**src/hdl/bsdr_pkg.sv**
```systemverilog
package bsdr_pkg;

   // ***************************************************************
   // Bus and register map
   // ***************************************************************
   localparam int unsigned ADDR_W = 12;
   localparam int unsigned DATA_W = 32;
   localparam int unsigned REG_W = 8;

   // Printed offsets are not all multiples of four: they are indices
   localparam logic [7:0] IDX_BUCK3_CONTROL = 8'h41;
   localparam logic [7:0] IDX_BUCK3_CONTROL_LIMITS = 8'h42;
   localparam logic [7:0] IDX_RTC_SUPPLY_CONTROL = 8'h48;
   localparam logic [7:0] IDX_DDR_REFERENCE_CONTROL = 8'h4a;
   localparam logic [7:0] IDX_OPERATING_MODE = 8'h80;
   localparam logic [7:0] IDX_REGULATOR_STATUS = 8'h81;

   // ***************************************************************
   // Field positions
   // ***************************************************************
   localparam int unsigned B3_RUN_EN_BIT = 0;
   localparam int unsigned B3_STBY_EN_BIT = 1;
   localparam int unsigned B3_SLEEP_EN_BIT = 2;
   localparam int unsigned B3_LPWR_BIT = 3;
   localparam int unsigned B3_FPWM_BIT = 6;
   localparam int unsigned B3_RDIS_OFF_BIT = 7;
   localparam int unsigned B3_ILIM_LSB = 0;
   localparam int unsigned B3_TSEL_BIT = 4;
   localparam int unsigned RTC_VOLT_LSB = 0;
   localparam int unsigned RTC_EVAL_BIT = 3;
   localparam int unsigned RTC_FBOS_BIT = 4;
   localparam int unsigned RTC_BGDIS_BIT = 5;
   localparam int unsigned DDR_EN_BIT = 0;
   localparam int unsigned DDR_STBY_EN_BIT = 1;
   localparam int unsigned DDR_SLEEP_EN_BIT = 2;
   localparam int unsigned DDR_LPWR_BIT = 3;

   // Writable bits of each register; all others read zero
   localparam logic [7:0] MASK_BUCK3_CONTROL = 8'hcf;
   localparam logic [7:0] MASK_BUCK3_CONTROL_LIMITS = 8'h13;
   localparam logic [7:0] MASK_RTC_SUPPLY_CONTROL = 8'h3f;
   localparam logic [7:0] MASK_DDR_REFERENCE_CONTROL = 8'h0f;
   localparam logic [7:0] MASK_OPERATING_MODE = 8'h03;

   // Bits that the fuse preload supplies at power-up
   localparam logic [7:0] FUSE_BUCK3_CONTROL = 8'h83;
   localparam logic [7:0] FUSE_BUCK3_CONTROL_LIMITS = 8'h03;
   localparam logic [7:0] FUSE_RTC_SUPPLY_CONTROL = 8'h07;
   localparam logic [7:0] FUSE_DDR_REFERENCE_CONTROL = 8'h03;

   localparam logic [7:0] RESET_ZERO = 8'h00;
   localparam logic [31:0] READ_ZERO = 32'h0000_0000;

   // ***************************************************************
   // Types
   // ***************************************************************
   typedef enum logic [1:0] {
      BSDR_MODE_RUN     = 2'h0,
      BSDR_MODE_STANDBY = 2'h1,
      BSDR_MODE_SLEEP   = 2'h3,
      BSDR_MODE_OFF     = 2'h2
   } bsdr_mode_type;

   // Fuse image presented at power-up
   typedef struct packed {
      logic [7:0] buck3_control;
      logic [7:0] buck3_control_limits;
      logic [7:0] rtc_supply_control;
      logic [7:0] ddr_reference_control;
   } bsdr_fuse_type;

   // Analog controls to the buck3 converter
   typedef struct packed {
      logic enable;
      logic low_power;
      logic forced_pwm;
      logic discharge_on;
      logic [1:0] current_limit;
      logic timing_select;
   } bsdr_buck3_type;

   // Analog controls to the RTC supply and DDR reference
   typedef struct packed {
      logic [2:0] rtc_supply_voltage_field;
      logic eval_pulse_bit;
      logic force_supply_selector;
      logic coin_bandgap_disable;
      logic ddr_ref_enable;
      logic ddr_ref_low_power;
   } bsdr_aux_type;

endpackage

```
**src/hdl/bsdr_fuse_load.sv**
```systemverilog
`timescale 1ns/1ps

// Captures the fuse image once after reset release and marks it loaded
module bsdr_fuse_load
(
   input wire logic sys_clk_i,
   input wire logic resetn_i,
   input wire bsdr_pkg::bsdr_fuse_type fuse_i,
   output logic load_o,
   output bsdr_pkg::bsdr_fuse_type image_o
);

   logic done;

   // One-shot load strobe; fuse value is caught by the clock, not the reset
   always_ff @(posedge sys_clk_i or negedge resetn_i)
   begin
      if (!resetn_i)
      begin
         done <= 1'b0;
         load_o <= 1'b0;
      end
      else
      begin
         done <= 1'b1;
         load_o <= !done;
      end
   end

   // Image register, sampled on the first edge after release
   always_ff @(posedge sys_clk_i or negedge resetn_i)
   begin
      if (!resetn_i)
         image_o <= '0;
      else if (!done)
         image_o <= fuse_i;
   end

endmodule

```
**src/hdl/bsdr_regs.sv**
```systemverilog
// Added by the designer: the APB slave port.
`timescale 1ns/1ps

// Notes on behaviour
// - Buck3 bit0 enables Run; fuse preload, clearable.
// - Buck3 bit1 enables Standby; fuse preload, clearable.
// - Buck3 bit2 enables Sleep; read/write, reset 0.
// - Buck3 bit3 low-power in Standby/Sleep.
// - Buck3 bit6 forces continuous PWM.
// - Buck3 bit7 low connects discharge when off.
// - Two-bit current limit, 1.0 to 2.0 A.
// - RTC voltage field stored, no function.
// - RTC bit4 forces best-supply selector always.
// - RTC bit5 disables coin-cell local bandgap.
// - RTC bit3 evaluation bit, reset 0.
// - DDR bit0 enables reference; fuse sets it.
// - DDR Standby needs bit1 and main enable.
// - DDR Sleep needs bit2 and main enable.
// - DDR bit3 selects reference low power.
// - Fuse-loaded fields preload, then software read/write.
module bsdr_regs
(
   input wire logic sys_clk_i,
   input wire logic resetn_i,
   // APB slave
   input wire logic psel_i,
   input wire logic penable_i,
   input wire logic pwrite_i,
   input wire logic [bsdr_pkg::ADDR_W-1:0] paddr_i,
   input wire logic [bsdr_pkg::DATA_W-1:0] pwdata_i,
   input wire logic [3:0] pstrb_i,
   output logic pready_o,
   output logic [bsdr_pkg::DATA_W-1:0] prdata_o,
   output logic pslverr_o,
   // Fuse image, held stable from power-up
   input wire bsdr_pkg::bsdr_fuse_type fuse_i,
   // Operating mode from the power sequencer
   input wire bsdr_pkg::bsdr_mode_type mode_i,
   // System supply below undervoltage threshold (asynchronous comparator)
   input wire logic system_supply_low_i,
   // Running from the coin cell (asynchronous comparator)
   input wire logic coin_cell_mode_i,
   output bsdr_pkg::bsdr_buck3_type buck3_o,
   output bsdr_pkg::bsdr_aux_type aux_o,
   output logic best_supply_selector_o,
   output logic rtc_bandgap_on_o
);

   // ***************************************************************
   // Declarations
   // ***************************************************************
   logic [7:0] buck3_control;
   logic [7:0] buck3_control_limits;
   logic [7:0] rtc_supply_control;
   logic [7:0] ddr_reference_control;
   logic [7:0] sw_mode;
   logic fuse_load;
   bsdr_pkg::bsdr_fuse_type fuse_image;
   logic [1:0] uv_sync;
   logic [1:0] coin_sync;
   logic access;
   logic wr_en;
   logic hit;
   logic [7:0] wbyte;
   logic [7:0] idx;
   logic [7:0] next_rdata;
   bsdr_pkg::bsdr_mode_type eff_mode;

   // Register index from the word address
   function automatic logic [7:0] word_index(input logic [bsdr_pkg::ADDR_W-1:0] a);
      word_index = a[9:2];
   endfunction

   // Masked merge of write data into a register
   function automatic logic [7:0] merge(input logic [7:0] d, input logic [7:0] m);
      merge = d & m;
   endfunction

   // ***************************************************************
   // Fuse preload
   // ***************************************************************
   bsdr_fuse_load u_fuse
   (
      .sys_clk_i(sys_clk_i),
      .resetn_i(resetn_i),
      .fuse_i(fuse_i),
      .load_o(fuse_load),
      .image_o(fuse_image)
   );

   // ***************************************************************
   // APB decode
   // ***************************************************************
   assign idx = word_index(paddr_i);
   assign access = psel_i && penable_i;
   assign wr_en = access && pwrite_i && pstrb_i[0] && hit;
   assign wbyte = pwdata_i[7:0];
   // Upper address bits must be zero and the word must be aligned
   assign hit = (paddr_i[1:0] == 2'h0) && (paddr_i[bsdr_pkg::ADDR_W-1:10] == '0) &&
                ((idx == bsdr_pkg::IDX_BUCK3_CONTROL) || (idx == bsdr_pkg::IDX_BUCK3_CONTROL_LIMITS) ||
                 (idx == bsdr_pkg::IDX_RTC_SUPPLY_CONTROL) || (idx == bsdr_pkg::IDX_DDR_REFERENCE_CONTROL) ||
                 (idx == bsdr_pkg::IDX_OPERATING_MODE) || (idx == bsdr_pkg::IDX_REGULATOR_STATUS));

   // ***************************************************************
   // Register storage
   // ***************************************************************
   // Buck3 control; fuse bits override only during the load cycle
   always_ff @(posedge sys_clk_i or negedge resetn_i)
   begin
      if (!resetn_i)
         buck3_control <= bsdr_pkg::RESET_ZERO;
      else if (fuse_load)
         buck3_control <= fuse_image.buck3_control & bsdr_pkg::FUSE_BUCK3_CONTROL;
      else if (wr_en && idx == bsdr_pkg::IDX_BUCK3_CONTROL)
         buck3_control <= merge(wbyte, bsdr_pkg::MASK_BUCK3_CONTROL);
   end

   // Buck3 limits and timing select
   always_ff @(posedge sys_clk_i or negedge resetn_i)
   begin
      if (!resetn_i)
         buck3_control_limits <= bsdr_pkg::RESET_ZERO;
      else if (fuse_load)
         buck3_control_limits <= fuse_image.buck3_control_limits & bsdr_pkg::FUSE_BUCK3_CONTROL_LIMITS;
      else if (wr_en && idx == bsdr_pkg::IDX_BUCK3_CONTROL_LIMITS)
         buck3_control_limits <= merge(wbyte, bsdr_pkg::MASK_BUCK3_CONTROL_LIMITS);
   end

   // RTC supply control
   always_ff @(posedge sys_clk_i or negedge resetn_i)
   begin
      if (!resetn_i)
         rtc_supply_control <= bsdr_pkg::RESET_ZERO;
      else if (fuse_load)
         rtc_supply_control <= fuse_image.rtc_supply_control & bsdr_pkg::FUSE_RTC_SUPPLY_CONTROL;
      else if (wr_en && idx == bsdr_pkg::IDX_RTC_SUPPLY_CONTROL)
         rtc_supply_control <= merge(wbyte, bsdr_pkg::MASK_RTC_SUPPLY_CONTROL);
   end

   // DDR reference control
   always_ff @(posedge sys_clk_i or negedge resetn_i)
   begin
      if (!resetn_i)
         ddr_reference_control <= bsdr_pkg::RESET_ZERO;
      else if (fuse_load)
         ddr_reference_control <= fuse_image.ddr_reference_control & bsdr_pkg::FUSE_DDR_REFERENCE_CONTROL;
      else if (wr_en && idx == bsdr_pkg::IDX_DDR_REFERENCE_CONTROL)
         ddr_reference_control <= merge(wbyte, bsdr_pkg::MASK_DDR_REFERENCE_CONTROL);
   end

   // Software mode override; writing Run hands control back to mode_i
   always_ff @(posedge sys_clk_i or negedge resetn_i)
   begin
      if (!resetn_i)
         sw_mode <= bsdr_pkg::RESET_ZERO;
      else if (wr_en && idx == bsdr_pkg::IDX_OPERATING_MODE)
         sw_mode <= merge(wbyte, bsdr_pkg::MASK_OPERATING_MODE);
   end

   // ***************************************************************
   // Synchronisers for the analog comparators
   // ***************************************************************
   always_ff @(posedge sys_clk_i or negedge resetn_i)
   begin
      if (!resetn_i)
      begin
         uv_sync <= 2'h0;
         coin_sync <= 2'h0;
      end
      else
      begin
         uv_sync <= {uv_sync[0], system_supply_low_i};
         coin_sync <= {coin_sync[0], coin_cell_mode_i};
      end
   end

   // Effective mode: a nonzero software override wins over the sequencer
   assign eff_mode = (sw_mode[1:0] != 2'h0) ? bsdr_pkg::bsdr_mode_type'(sw_mode[1:0]) : mode_i;

   // ***************************************************************
   // Read path
   // ***************************************************************
   always_comb
   begin
      next_rdata = bsdr_pkg::RESET_ZERO;
      unique case (idx)
         bsdr_pkg::IDX_BUCK3_CONTROL: next_rdata = buck3_control;
         bsdr_pkg::IDX_BUCK3_CONTROL_LIMITS: next_rdata = buck3_control_limits;
         bsdr_pkg::IDX_RTC_SUPPLY_CONTROL: next_rdata = rtc_supply_control;
         bsdr_pkg::IDX_DDR_REFERENCE_CONTROL: next_rdata = ddr_reference_control;
         bsdr_pkg::IDX_OPERATING_MODE: next_rdata = sw_mode;
         // Live state: buck on, ddr on, bandgap on, selector, effective mode
         bsdr_pkg::IDX_REGULATOR_STATUS: next_rdata = {2'h0, eff_mode, best_supply_selector_o,
                                                      rtc_bandgap_on_o, aux_o.ddr_ref_enable, buck3_o.enable};
         default: next_rdata = bsdr_pkg::RESET_ZERO;
      endcase
   end

   // APB answer: zero wait states, error on unmapped addresses
   always_ff @(posedge sys_clk_i or negedge resetn_i)
   begin
      if (!resetn_i)
      begin
         pready_o <= 1'b0;
         pslverr_o <= 1'b0;
         prdata_o <= bsdr_pkg::READ_ZERO;
      end
      else
      begin
         // Ready drops right after the access so the next setup sees it low
         pready_o <= psel_i && !penable_i;
         pslverr_o <= psel_i && !penable_i && !hit;
         prdata_o <= (psel_i && !penable_i && !pwrite_i && hit) ? {24'h0, next_rdata} : bsdr_pkg::READ_ZERO;
      end
   end

   // ***************************************************************
   // Regulator control outputs
   // ***************************************************************
   // Buck3 enable follows the mode; low power only in Standby and Sleep
   always_ff @(posedge sys_clk_i or negedge resetn_i)
   begin
      if (!resetn_i)
         buck3_o <= '0;
      else
      begin
         unique case (eff_mode)
            bsdr_pkg::BSDR_MODE_RUN: buck3_o.enable <= buck3_control[bsdr_pkg::B3_RUN_EN_BIT];
            bsdr_pkg::BSDR_MODE_STANDBY: buck3_o.enable <= buck3_control[bsdr_pkg::B3_STBY_EN_BIT];
            bsdr_pkg::BSDR_MODE_SLEEP: buck3_o.enable <= buck3_control[bsdr_pkg::B3_SLEEP_EN_BIT];
            bsdr_pkg::BSDR_MODE_OFF: buck3_o.enable <= 1'b0;
         endcase
         buck3_o.low_power <= buck3_control[bsdr_pkg::B3_LPWR_BIT] &&
                              (eff_mode == bsdr_pkg::BSDR_MODE_STANDBY || eff_mode == bsdr_pkg::BSDR_MODE_SLEEP);
         buck3_o.forced_pwm <= buck3_control[bsdr_pkg::B3_FPWM_BIT];
         buck3_o.discharge_on <= !buck3_control[bsdr_pkg::B3_RDIS_OFF_BIT] && !buck3_o.enable;
         buck3_o.current_limit <= buck3_control_limits[bsdr_pkg::B3_ILIM_LSB +: 2];
         buck3_o.timing_select <= buck3_control_limits[bsdr_pkg::B3_TSEL_BIT];
      end
   end

   // RTC supply and DDR reference controls
   always_ff @(posedge sys_clk_i or negedge resetn_i)
   begin
      if (!resetn_i)
         aux_o <= '0;
      else
      begin
         aux_o.rtc_supply_voltage_field <= rtc_supply_control[bsdr_pkg::RTC_VOLT_LSB +: 3];
         aux_o.eval_pulse_bit <= rtc_supply_control[bsdr_pkg::RTC_EVAL_BIT];
         aux_o.force_supply_selector <= rtc_supply_control[bsdr_pkg::RTC_FBOS_BIT];
         aux_o.coin_bandgap_disable <= rtc_supply_control[bsdr_pkg::RTC_BGDIS_BIT];
         // Run, Standby, Sleep, all need main enable
         unique case (eff_mode)
            bsdr_pkg::BSDR_MODE_RUN: aux_o.ddr_ref_enable <= ddr_reference_control[bsdr_pkg::DDR_EN_BIT];
            bsdr_pkg::BSDR_MODE_STANDBY: aux_o.ddr_ref_enable <= ddr_reference_control[bsdr_pkg::DDR_EN_BIT] &&
                                                               ddr_reference_control[bsdr_pkg::DDR_STBY_EN_BIT];
            bsdr_pkg::BSDR_MODE_SLEEP: aux_o.ddr_ref_enable <= ddr_reference_control[bsdr_pkg::DDR_EN_BIT] &&
                                                             ddr_reference_control[bsdr_pkg::DDR_SLEEP_EN_BIT];
            bsdr_pkg::BSDR_MODE_OFF: aux_o.ddr_ref_enable <= 1'b0;
         endcase
         aux_o.ddr_ref_low_power <= ddr_reference_control[bsdr_pkg::DDR_LPWR_BIT];
      end
   end

   // Best-supply selector and bandgap, from synchronised comparators
   always_ff @(posedge sys_clk_i or negedge resetn_i)
   begin
      if (!resetn_i)
      begin
         best_supply_selector_o <= 1'b0;
         rtc_bandgap_on_o <= 1'b1;
      end
      else
      begin
         best_supply_selector_o <= rtc_supply_control[bsdr_pkg::RTC_FBOS_BIT] || uv_sync[1];
         rtc_bandgap_on_o <= !(rtc_supply_control[bsdr_pkg::RTC_BGDIS_BIT] && coin_sync[1]);
      end
   end

endmodule

```
**config.mk**
```make
export PLATFORM = sky130hd
export DESIGN_NAME = bsdr_regs
export DESIGN_NICKNAME = d
export VERILOG_FILES = /design/src/hdl/bsdr_pkg.sv /design/src/hdl/bsdr_fuse_load.sv /design/src/hdl/bsdr_regs.sv
export SDC_FILE = /design/constraint.sdc
export NUM_CORES = 1
export LEC_CHECK = 0
export ABC_CLOCK_PERIOD_IN_PS = 1400
export BUFFER_PORTS_ARGS = -buffer_cell sky130_fd_sc_hd__buf_2
export CAP_MARGIN = 10
export CORE_MARGIN = 2
export CORE_UTILIZATION = 40
export CTS_CLUSTER_DIAMETER = 60
export CTS_CLUSTER_SIZE = 28
export DETAILED_ROUTE_END_ITERATION = 10
export GPL_TIMING_DRIVEN = 0
export PLACE_DENSITY_LB_ADDON = 0.12
export SYNTH_ARGS = -nofsm -noshare
export SYNTH_HDL_FRONTEND = slang
export SYNTH_SLANG_ARGS = --single-unit
```
**constraint.sdc**
```tcl
create_clock -name sys_clk_i -period 1.4 [get_ports sys_clk_i]
set_input_delay 0.07 -clock sys_clk_i [delete_from_list [all_inputs] [get_ports sys_clk_i]]
set_output_delay 0.07 -clock sys_clk_i [all_outputs]
set_load 0.02 [all_outputs]
```
==> Yosys cells after proc, flatten, opt, wreduce, memory -nomap -nowiden <==
Index checks and enable logic that the tools add are counted.
{ "word_totals": {"register_bits": 82, "inputBits": 89, "wordCells": 94} }
{ "classes": {"eq_ne": 9, "muxes": 13, "reduce_logical": 42} }
{ "op_table": {"columns": ["operator", "n"], "rows": [
  ["two-way mux 8 bit", 9],
  ["one-hot mux 8 bit (6 select lines)", 1],
  ["== test 8 x 7 -> 1 bit, second input constant", 4],
  ["logical AND 1 bit", 20],
  ["== test 8 bit, second input constant", 2],
  ["nonzero test 2 bit", 5],
  ["one-hot mux 1 bit (4 select lines)", 2],
  ["zero test 1 bit", 7],
  ["logical OR 1 bit", 7],
  ["zero test 2 bit", 3],
  ["== test 2 bit, second input constant", 2],
  ["== test 2 x 1 -> 1 bit, second input constant", 1],
  ["two-way mux 2 bit", 1]
]} }

==> Logic depth before layout (Yosys ltp) <==
Gate-level depths: netlist of run 1.
{ "logic_depth": {"depth_word": 11, "ltp_mapped": 6, "depth_no_buf": 4} }

==> Hierarchy <==
A second synthesis of run 1 with hierarchy kept.
{ "hier_totals": {"hier_cells": 287, "area_unflattened_um2": 3824.9} }
{ "by_module_without_submodules": {"columns": ["mod", "instances", "cells_each", "area_each_um2", "seq_area_each_um2"], "rows": [
  ["bsdr_regs", 1, 215, 2426.1, 1302.5],
  ["bsdr_fuse_load", 1, 72, 1398.8, 850.8]
]} }

==> Worst setup path before layout of run 1 <==
No wires, ideal clock.
{ "synth_timing": {"path_kind": "input to register", "start": "input port paddr_i[1] (netlist bit)", "end": "register buck3_control[0]", "setup_ps": 123, "arrival_time_ps": 1533, "required_ps": 1277, "setup_slack_ps": -257, "cell_stages": 5, "n_path_buf": 1, "path_cell_list": "or4_1 > clkbuf_8 > nor4_4 > mux2i_1 > o21ai_1"} }
{ "synth_between": {"elab_chain_len": 6} }
{ "synth_lines": {"columns": ["element", "line", "text"], "rows": [
  ["from (decl)", "bsdr_regs.sv:29", "input wire logic [bsdr_pkg::ADDR_W-1:0] paddr_i,"],
  ["zero test 2 bit", "bsdr_regs.sv:99", "assign hit = (paddr_i[1:0] == 2'h0) && (paddr_i[bsdr_pkg::ADDR_W-1:10] == '0) &&"],
  ["logical AND 1 bit (2 in a row)", "bsdr_regs.sv:99", null],
  ["logical AND 1 bit", "bsdr_regs.sv:96", "assign wr_en = access && pwrite_i && pstrb_i[0] && hit;"],
  ["logical AND 1 bit", "bsdr_regs.sv:114", "else if (wr_en && idx == bsdr_pkg::IDX_BUCK3_CONTROL)"],
  ["nonzero test 2 bit (no source line)", null, null],
  ["to (signal assigned)", "bsdr_regs.sv:111", "buck3_control <= bsdr_pkg::RESET_ZERO;"],
  ["to (signal assigned)", "bsdr_regs.sv:113", "buck3_control <= fuse_image.buck3_control & bsdr_pkg::FUSE_BUCK3_CONTROL;"],
  ["to (signal assigned)", "bsdr_regs.sv:115", "buck3_control <= merge(wbyte, bsdr_pkg::MASK_BUCK3_CONTROL);"],
  ["to (decl)", "bsdr_regs.sv:52", "logic [7:0] buck3_control;"]
]} }
No other way between the ends.
A chain may end at the register's enable or synchronous reset.

==> Final worst setup path of run 1 <==
{ "layout_timing": {"start": "input port paddr_i[10] (netlist bit)", "end": "register buck3_control[0]"} }
Same word-level chain as after synthesis.

==> impl_results.md, run 1 <==
- Crit share post-route: 1.001
- P_leak: around 2.0 nW
- Fill cells: just under 700
- Post-Syn Area: 2914 µm²
- Number of clock sinks: 64
- Die X: 89.35 µm
- Final Power: about 4.0 mW
- R2R depth: 2
- Period minus WS final: 1.401 ns
- Tot GR Track Use: 0.1698
- Remaining Overflow, GRT: 0
- Post-Place Cells: 430
- Die ar.: between 7000 and 8000 µm²
- Failing checks: negative setup slack
- Top cells by area, synth: dfrtp_1, mux2i_1, buf_4, mux2_2, nor4_4
- Crit path from: paddr_i[10]
- Share of layout cells above drive strength 1: 0.4142
- Clock Tree Root: clkbuf_8
- Worst VDD drop: between 0.5 and 0.6 mV
- P_sw: between 1 and 1.5 mW
- Fin Hold WS: 0.01735 ns
- Yosys warnings: 0
- Post-DP HPWL: 4.267 mm
- First-pass GRT wire length: 9.777 mm
- I/O pin cnt: 140
- Wire length per cell: ~13 µm
- Die height: between 80 and 90 µm
- Syn Inst Count: ~240
- RR Endpoint: u_fuse.image_o[0]
- Initial antenna violation count: 0
- Drt pass-1 iters: 4
- WP data arrival: approximately 1.6 ns
- # setup viols final: 1
- GP Congestion: around 0.74
- Pins Over Slew Limit: 0
- Sequential area share after synthesis: 0.5500
- Site Rows: 31
- Final wirelength: ~6.3 mm
- FF-to-FF Start: u_fuse.done
- Initial core utilization: 0.4083
- Peak fanout along the critical path: 7
- Final Hold Violating Endpoints: 0
- F_max: 713.9 MHz
- Commonest non-fill, non-tap cells in the layout: dfrtp_1, buf_2, buf_4, conb_1, mux2i_1
- Reg power frac: 0.505
- Vias in the first global route: 1972
- Kind of critical path: in -> reg
- RSZ-0062 raised after global routing: true
- Layout overhead on the synthesized area: 38.64%
- Fin util: 0.5661
- Post-synth EDFFs: 0
- CTS tree: built
- H-tree Lvls: 3
- Synth Register Bits: between 60 and 70
- Vias: 2153
- Req. time, crit path: roughly 1.6 ns
- Internal power: around 3.0 mW
- Total CTS buffers: 9
- Clock network power share: 0.348
- Worst skew pair latency: 0.34 ns
- Clk slew on worst S/H paths: 0.06 ns
- HP Class: in -> reg
- Most common cell after layout, fill and taps aside: dfrtp_1
- Iter 0 DRT Violations: 84
- Worst setup margin: -0.0008261 ns
- Async SR Flop Fraction: 1.000
- Power per Cell Area: ~990 nW/µm²
- Largest net degree at the start of global routing: 65
- Worst Setup End Kind: flop
- # port buffers: 66
- # DRC: 0
- Fin cells: about 480
- Yosys cell types: 45
- Post-route ant nets: 0
- Detailed-route vias per instance: around 4.5
- N_diodes: 0
- Synth top area share: 0.5410
- Max-cap check violation count: 0
- Switch share: 0.2521
- Setup TNS: -0.0008261 ns
- Clock Skew: 0.01387 ns
- Placed Area: 3500 µm²
- Max-slew headroom at the worst pin: 0.4691
- Worst setup path endpoint: buck3_control[0]
- Nets: roughly 460
- Core area: between 7000 and 8000 µm²
- Worst-Margin Slew: between 0.7 and 0.8 ns
- Design area: about 4000 µm²
- Comb pwr share: 0.148
- Ys flop type: dfrtp_1
- Area leader, netlist: dfrtp_1
- DP Worst Slack: -0.6543 ns
- Clk buf depth: 2
- R2r setup slk: about 0.15 ns
- Avg Cell Area, Syn: around 12 µm²
- Outcome: finished with violations
- Critical Path Start Type: input port
## layout make-up
cell class	count	area, µm²	area share
inverters	5	18.77	0.004645
clock inverters	1	5.005	0.001239
multi-input cells	160	1176	0.2911
repair buffers	101	679.4	0.1682
well taps	99	123.9	0.03066
flip-flops and latches	64	1603	0.3967
clock buffers	15	166.4	0.04119
plain buffers	33	267.8	0.06627
## worst min-delay path by stage
stage	start	endpoint	slack [ns]	cells after the start
4_1_cts	pwdata_i[3]	buck3_control[3]	0.009	3
2_1_floorplan	resetn_i	aux_o[0]	-0.23	0
5_1_grt	psel_i	pready_o	0.02	2
3_5_place_dp	system_supply_low_i	uv_sync[0]	0.18	1
3_3_place_gp	coin_cell_mode_i	coin_sync[0]	0.18	1
6_report	pwdata_i[2]	buck3_control[2]	0.02	3
## layer usage
metal	up-vias	wire length, µm	GRT usage
li1	1072	-	-
met1	1006	2919	0.2286
met2	66	2914	0.2532
met3	9	353	0.04524
met4	0	105	0.08548
met5	-	0	0
## flip-flops by register name (all words and copies together) (netlist names), 2 cells and up
name,cells
buck3_o,7
aux_o,8
ddr_reference_control,4
prdata_o,8
rtc_supply_control,6
buck3_control_limits,3
buck3_control,6
uv_sync,2
sw_mode,2
coin_sync,2
u_fuse.image_o,10
## synth_stat cells (2+ instances only)
library cell  count
or4b_1            3
o22a_1            2
mux2i_1          22
conb_1            2
o21ai_1           8
dfrtp_1          63
nor4_1            2
o21ai_0           5
nor4b_2           2
nor4_4            4
a22oi_1           5
nand3b_1          2
buf_4            24
nor2b_1           5
buf_2             2
a211o_1           2
clkbuf_1          7
mux2_2           14
inv_1             5
or3_1             2
nor2_1           19
nand2_1          14
a22o_1            2
a21oi_1           5
## kinds of logic after synthesis
kind of cell / after synthesis / share of synthesized area
buf+inv: 41 / 0.09231
other cells: 2 / 0.002577
flops: 64 / 0.5500
compound gates: 34 / 0.07515
simple gates: 65 / 0.1503
mux: 36 / 0.1297
## power groups by stage
stage / Clock, mW / Combinational, mW / Sequential, mW
4_1_cts: 1.42 / 0.545 / 2.01
6_report: 1.39 / 0.588 / 2.01
3_5_place_dp: 0 / 0.505 / 2.05
5_1_grt: 1.53 / 0.651 / 2.02
3_3_place_gp: 0 / 0.499 / 2.05
2_1_floorplan: 0 / 0.294 / 2.07
## what timing repair did
action                                 4_1_cts  5_1_grt
endpoints found under the hold margin       80        0
setup endpoints to repair                   26       24
setup buffers                                7       11
resized for setup                            2       28
hold buffers                                17        0
pin swaps                                    4       13
## critical path: stages
cell and delay [ns]:
buf_6 0.09, or4_4 0.63, nor4_4 0.35, buf_6 0.18, mux2i_2 0.20, o21ai_1 0.08
Power figures use the tool's default switching activity.
==> run 2: changes to the inputs <==
--- a/config.mk
+++ b/config.mk
@@ -8,8 +8,10 @@
 export ABC_CLOCK_PERIOD_IN_PS = 1400
 export BUFFER_PORTS_ARGS = -buffer_cell sky130_fd_sc_hd__buf_2
 export CAP_MARGIN = 10
+export CELL_PAD_IN_SITES_DETAIL_PLACEMENT = 1
+export CELL_PAD_IN_SITES_GLOBAL_PLACEMENT = 1
 export CORE_MARGIN = 2
-export CORE_UTILIZATION = 40
+export CORE_UTILIZATION = 35
 export CTS_CLUSTER_DIAMETER = 60
 export CTS_CLUSTER_SIZE = 28
 export DETAILED_ROUTE_END_ITERATION = 10
==> run 2 against run 1 <==
Net effect:
- the run still ends with negative setup slack left
- maximum frequency fell by 2.4%
- cell area rose by 2.1%
- critical path type unchanged
- final cell count rose by 1.5%
- clock skew fell by 0.0089 ns
- combinational power rose by 4.6%
- sequential cell count did not move
==> impl_results.md, run 2 (synthesis results as in run 1) <==
- Outcome: finished with violations
- Failing checks: negative setup slack
- Detailed-route vias per instance: 4.571 (+1.5%)
- Min-Delay Startpoint: pwdata_i[5]
- Clock Skew: 0.004985 ns (-0.008890 ns)
- Max reg flops: 10 (unchanged)
- Pins Over Slew Limit: 0 (unchanged)
- # DRC: 0 (unchanged)
- HP Class: in -> reg
- Drt pass-1 iters: 4 (unchanged)
- Critical Path Start Type: input port
- Clk slew on worst S/H paths: 0.07 ns (about the same)
- Top register by number of flip-flops: u_fuse.image_o
- Die X: 95.25 µm (+6.6%)
- Period minus WS final: 1.436 ns (+0.03514 ns)
- Tot GR Track Use: 0.1682 (-0.001598)
- FF/Latch Area: 1603 µm² (unchanged)
- Post-route ant nets: 0 (unchanged)
- R2R depth: 2 (unchanged)
- R2r setup slk: 0.16 ns (about the same)
- Total CTS buffers: 9 (unchanged)
- Met2 wire len: 3.532 mm (+21%)
- Fill cells: 907 (+34%)
- GP Congestion: 0.7690 (+4.4%)
- Commonest non-fill, non-tap cells in the layout: dfrtp_1, buf_2, buf_4, conb_1, nor2_1
- Worst Setup End Kind: flop
- Worst VDD drop: 0.5162 mV (-4.6%)
- Worst setup margin: -0.03596 ns (-0.03514 ns)
- Clk buf depth: 2 (unchanged)
- Kind of critical path: in -> reg
- Worst-Margin Slew: 0.7853 ns (-0.01104 ns)
- Share of layout cells above drive strength 1: 0.4289 (+0.01470)
- WL met3: 425 µm (+20%)
- CTS tree: built
- N_diodes: 0 (unchanged)
- Largest registers: u_fuse.image_o (10), aux_o (8), prdata_o (8)
- Worst skew pair latency: 0.35 ns (about the same)
- Vias: 2217 (+3.0%)
- First-pass GRT wire length: 11.07 mm (+13%)
- Nets: 465 (+0.43%)
- # port buffers: 66 (unchanged)
- Max-slew headroom at the worst pin: 0.4765 (+0.007361)
- Met1 WL: 3.193 mm (+9.4%)
- Wire length per cell: 15.05 µm (+14%)
- Final wirelength: 7.299 mm (+16%)
- Top Metal Used: met4
- Clock Tree Root: clkbuf_8
- Crit share post-route: 1.026 (+0.02510)
- Area of the multi-input gates: 1182 µm² (+0.53%)
- Layout overhead on the synthesized area: 41.56%
- H-tree Lvls: 3 (unchanged)
- I/O pin cnt: 140 (unchanged)
- Largest net degree at the start of global routing: 65 (unchanged)
- Remaining Overflow, GRT: 0 (unchanged)
- RR Endpoint: u_fuse.image_o[24]
- Number of clock sinks: 64 (unchanged)
- Hold path depth: 3 (unchanged)
- Iter 0 DRT Violations: 65 (-23%)
- Post-DP HPWL: 4.859 mm (+14%)
- Initial antenna violation count: 0 (unchanged)
- Initial core utilization: 0.3583 (-0.05006)
- WP data arrival: 1.67 ns (+0.05 ns)
- Core area: 8134 µm² (+14%)
- Power per Cell Area: 980.1 nW/µm² (-0.56%)
- Hold Path End: rtc_supply_control[5]
- Die height: 95.25 µm (+6.6%)
- Most common cell after layout, fill and taps aside: dfrtp_1
- Die ar.: 9072 µm² (+14%)
- Max-cap check violation count: 0 (unchanged)
- FF-to-FF Start: u_fuse.done
- Req. time, crit path: 1.63 ns (about the same)
- RSZ-0062 raised after global routing: true
- Site Rows: 33 (+6.5%)
- # setup viols final: 7 (+6)
- F_max: 696.4 MHz (-2.4%)
- Post-Place Cells: 436 (+1.4%)
- Final Hold Violating Endpoints: 0 (unchanged)
- DP Worst Slack: -0.7188 ns (-0.06452 ns)
- P_leak: 2.005 nW (+1.7%)
- Vias in the first global route: 2172 (+10%)
- Fin cells: 485 (+1.5%)
- Peak fanout along the critical path: 5 (-2)
-- run 2: cell type report --
type / count / share of cell area
plain buffers: 33 / 0.06491
clock buffers: 12 / 0.03761
clock inverters: 3 / 0.004246
inverters: 5 / 0.004550
multi-input cells: 160 / 0.2866
flip-flops and latches: 64 / 0.3885
well taps: 105 / 0.03185
repair buffers: 103 / 0.1817
-- run 2: what timing repair did --
| item | 4_1_cts | 5_1_grt |
|---|---|---|
| endpoints found under the hold margin | 82 | 0 |
| cloned | 0 | 2 |
| gates resized for setup | 8 | 27 |
| buffers inserted | 6 | 11 |
| hold buffers | 18 | 0 |
| pin swaps | 4 | 12 |
| endpoints found under the setup margin | 26 | 24 |
-- run 2: critical path, cell delays in order --
cell,delay [ns]
buf_2,0.14
or4b_1,0.61
nor4_4,0.36
buf_6,0.20
mux2i_2,0.21
o21ai_1,0.07
-- run 2: worst max path at each step --
stage | cells past startpoint | start | slack [ns] | endpoint
3_3_place_gp | 6 | paddr_i[9] | -0.68 | rtc_supply_control[2]
2_1_floorplan | 5 | paddr_i[9] | -0.24 | buck3_control[0]
4_1_cts | 6 | paddr_i[7] | -0.006 | rtc_supply_control[5]
5_1_grt | 6 | paddr_i[10] | -0.08 | rtc_supply_control[0]
6_report | 6 | paddr_i[3] | -0.04 | rtc_supply_control[0]
3_5_place_dp | 6 | paddr_i[9] | -0.72 | rtc_supply_control[5]
-- run 2: report_power, final --
| group | total, mW | internal, mW | switching [mW] |
|---|---|---|---|
| registers | 2.01 | 1.95 | 0.0607 |
| clock network | 1.41 | 0.723 | 0.692 |
| logic | 0.615 | 0.302 | 0.313 |
| total | 4.04 | 2.98 | 1.07 |
-- run 2: stage by stage --
stage                     hold WS (ns)  utilization  power [mW]  setup TNS (ns)  instance area, µm²
after floorplan                -0.2256            -       2.361          -3.988                3043
after global placement          0.1816       0.4309       2.550          -14.82                3505
after detailed placement        0.1817       0.4312       2.560          -15.57                3507
after CTS                     0.006755       0.4825       4.042       -0.006421                3925
after global routing           0.02347       0.5072       4.263         -0.5155                4125
final                          0.01045       0.5072       4.043         -0.1405                4125
-- run 2: per-layer routing --
metal / global-route usage / vias up
met5: 0 / -
met4: 0.06884 / 0
met3: 0.04901 / 15
met2: 0.2741 / 64
met1: 0.2093 / 1074
li1: - / 1064
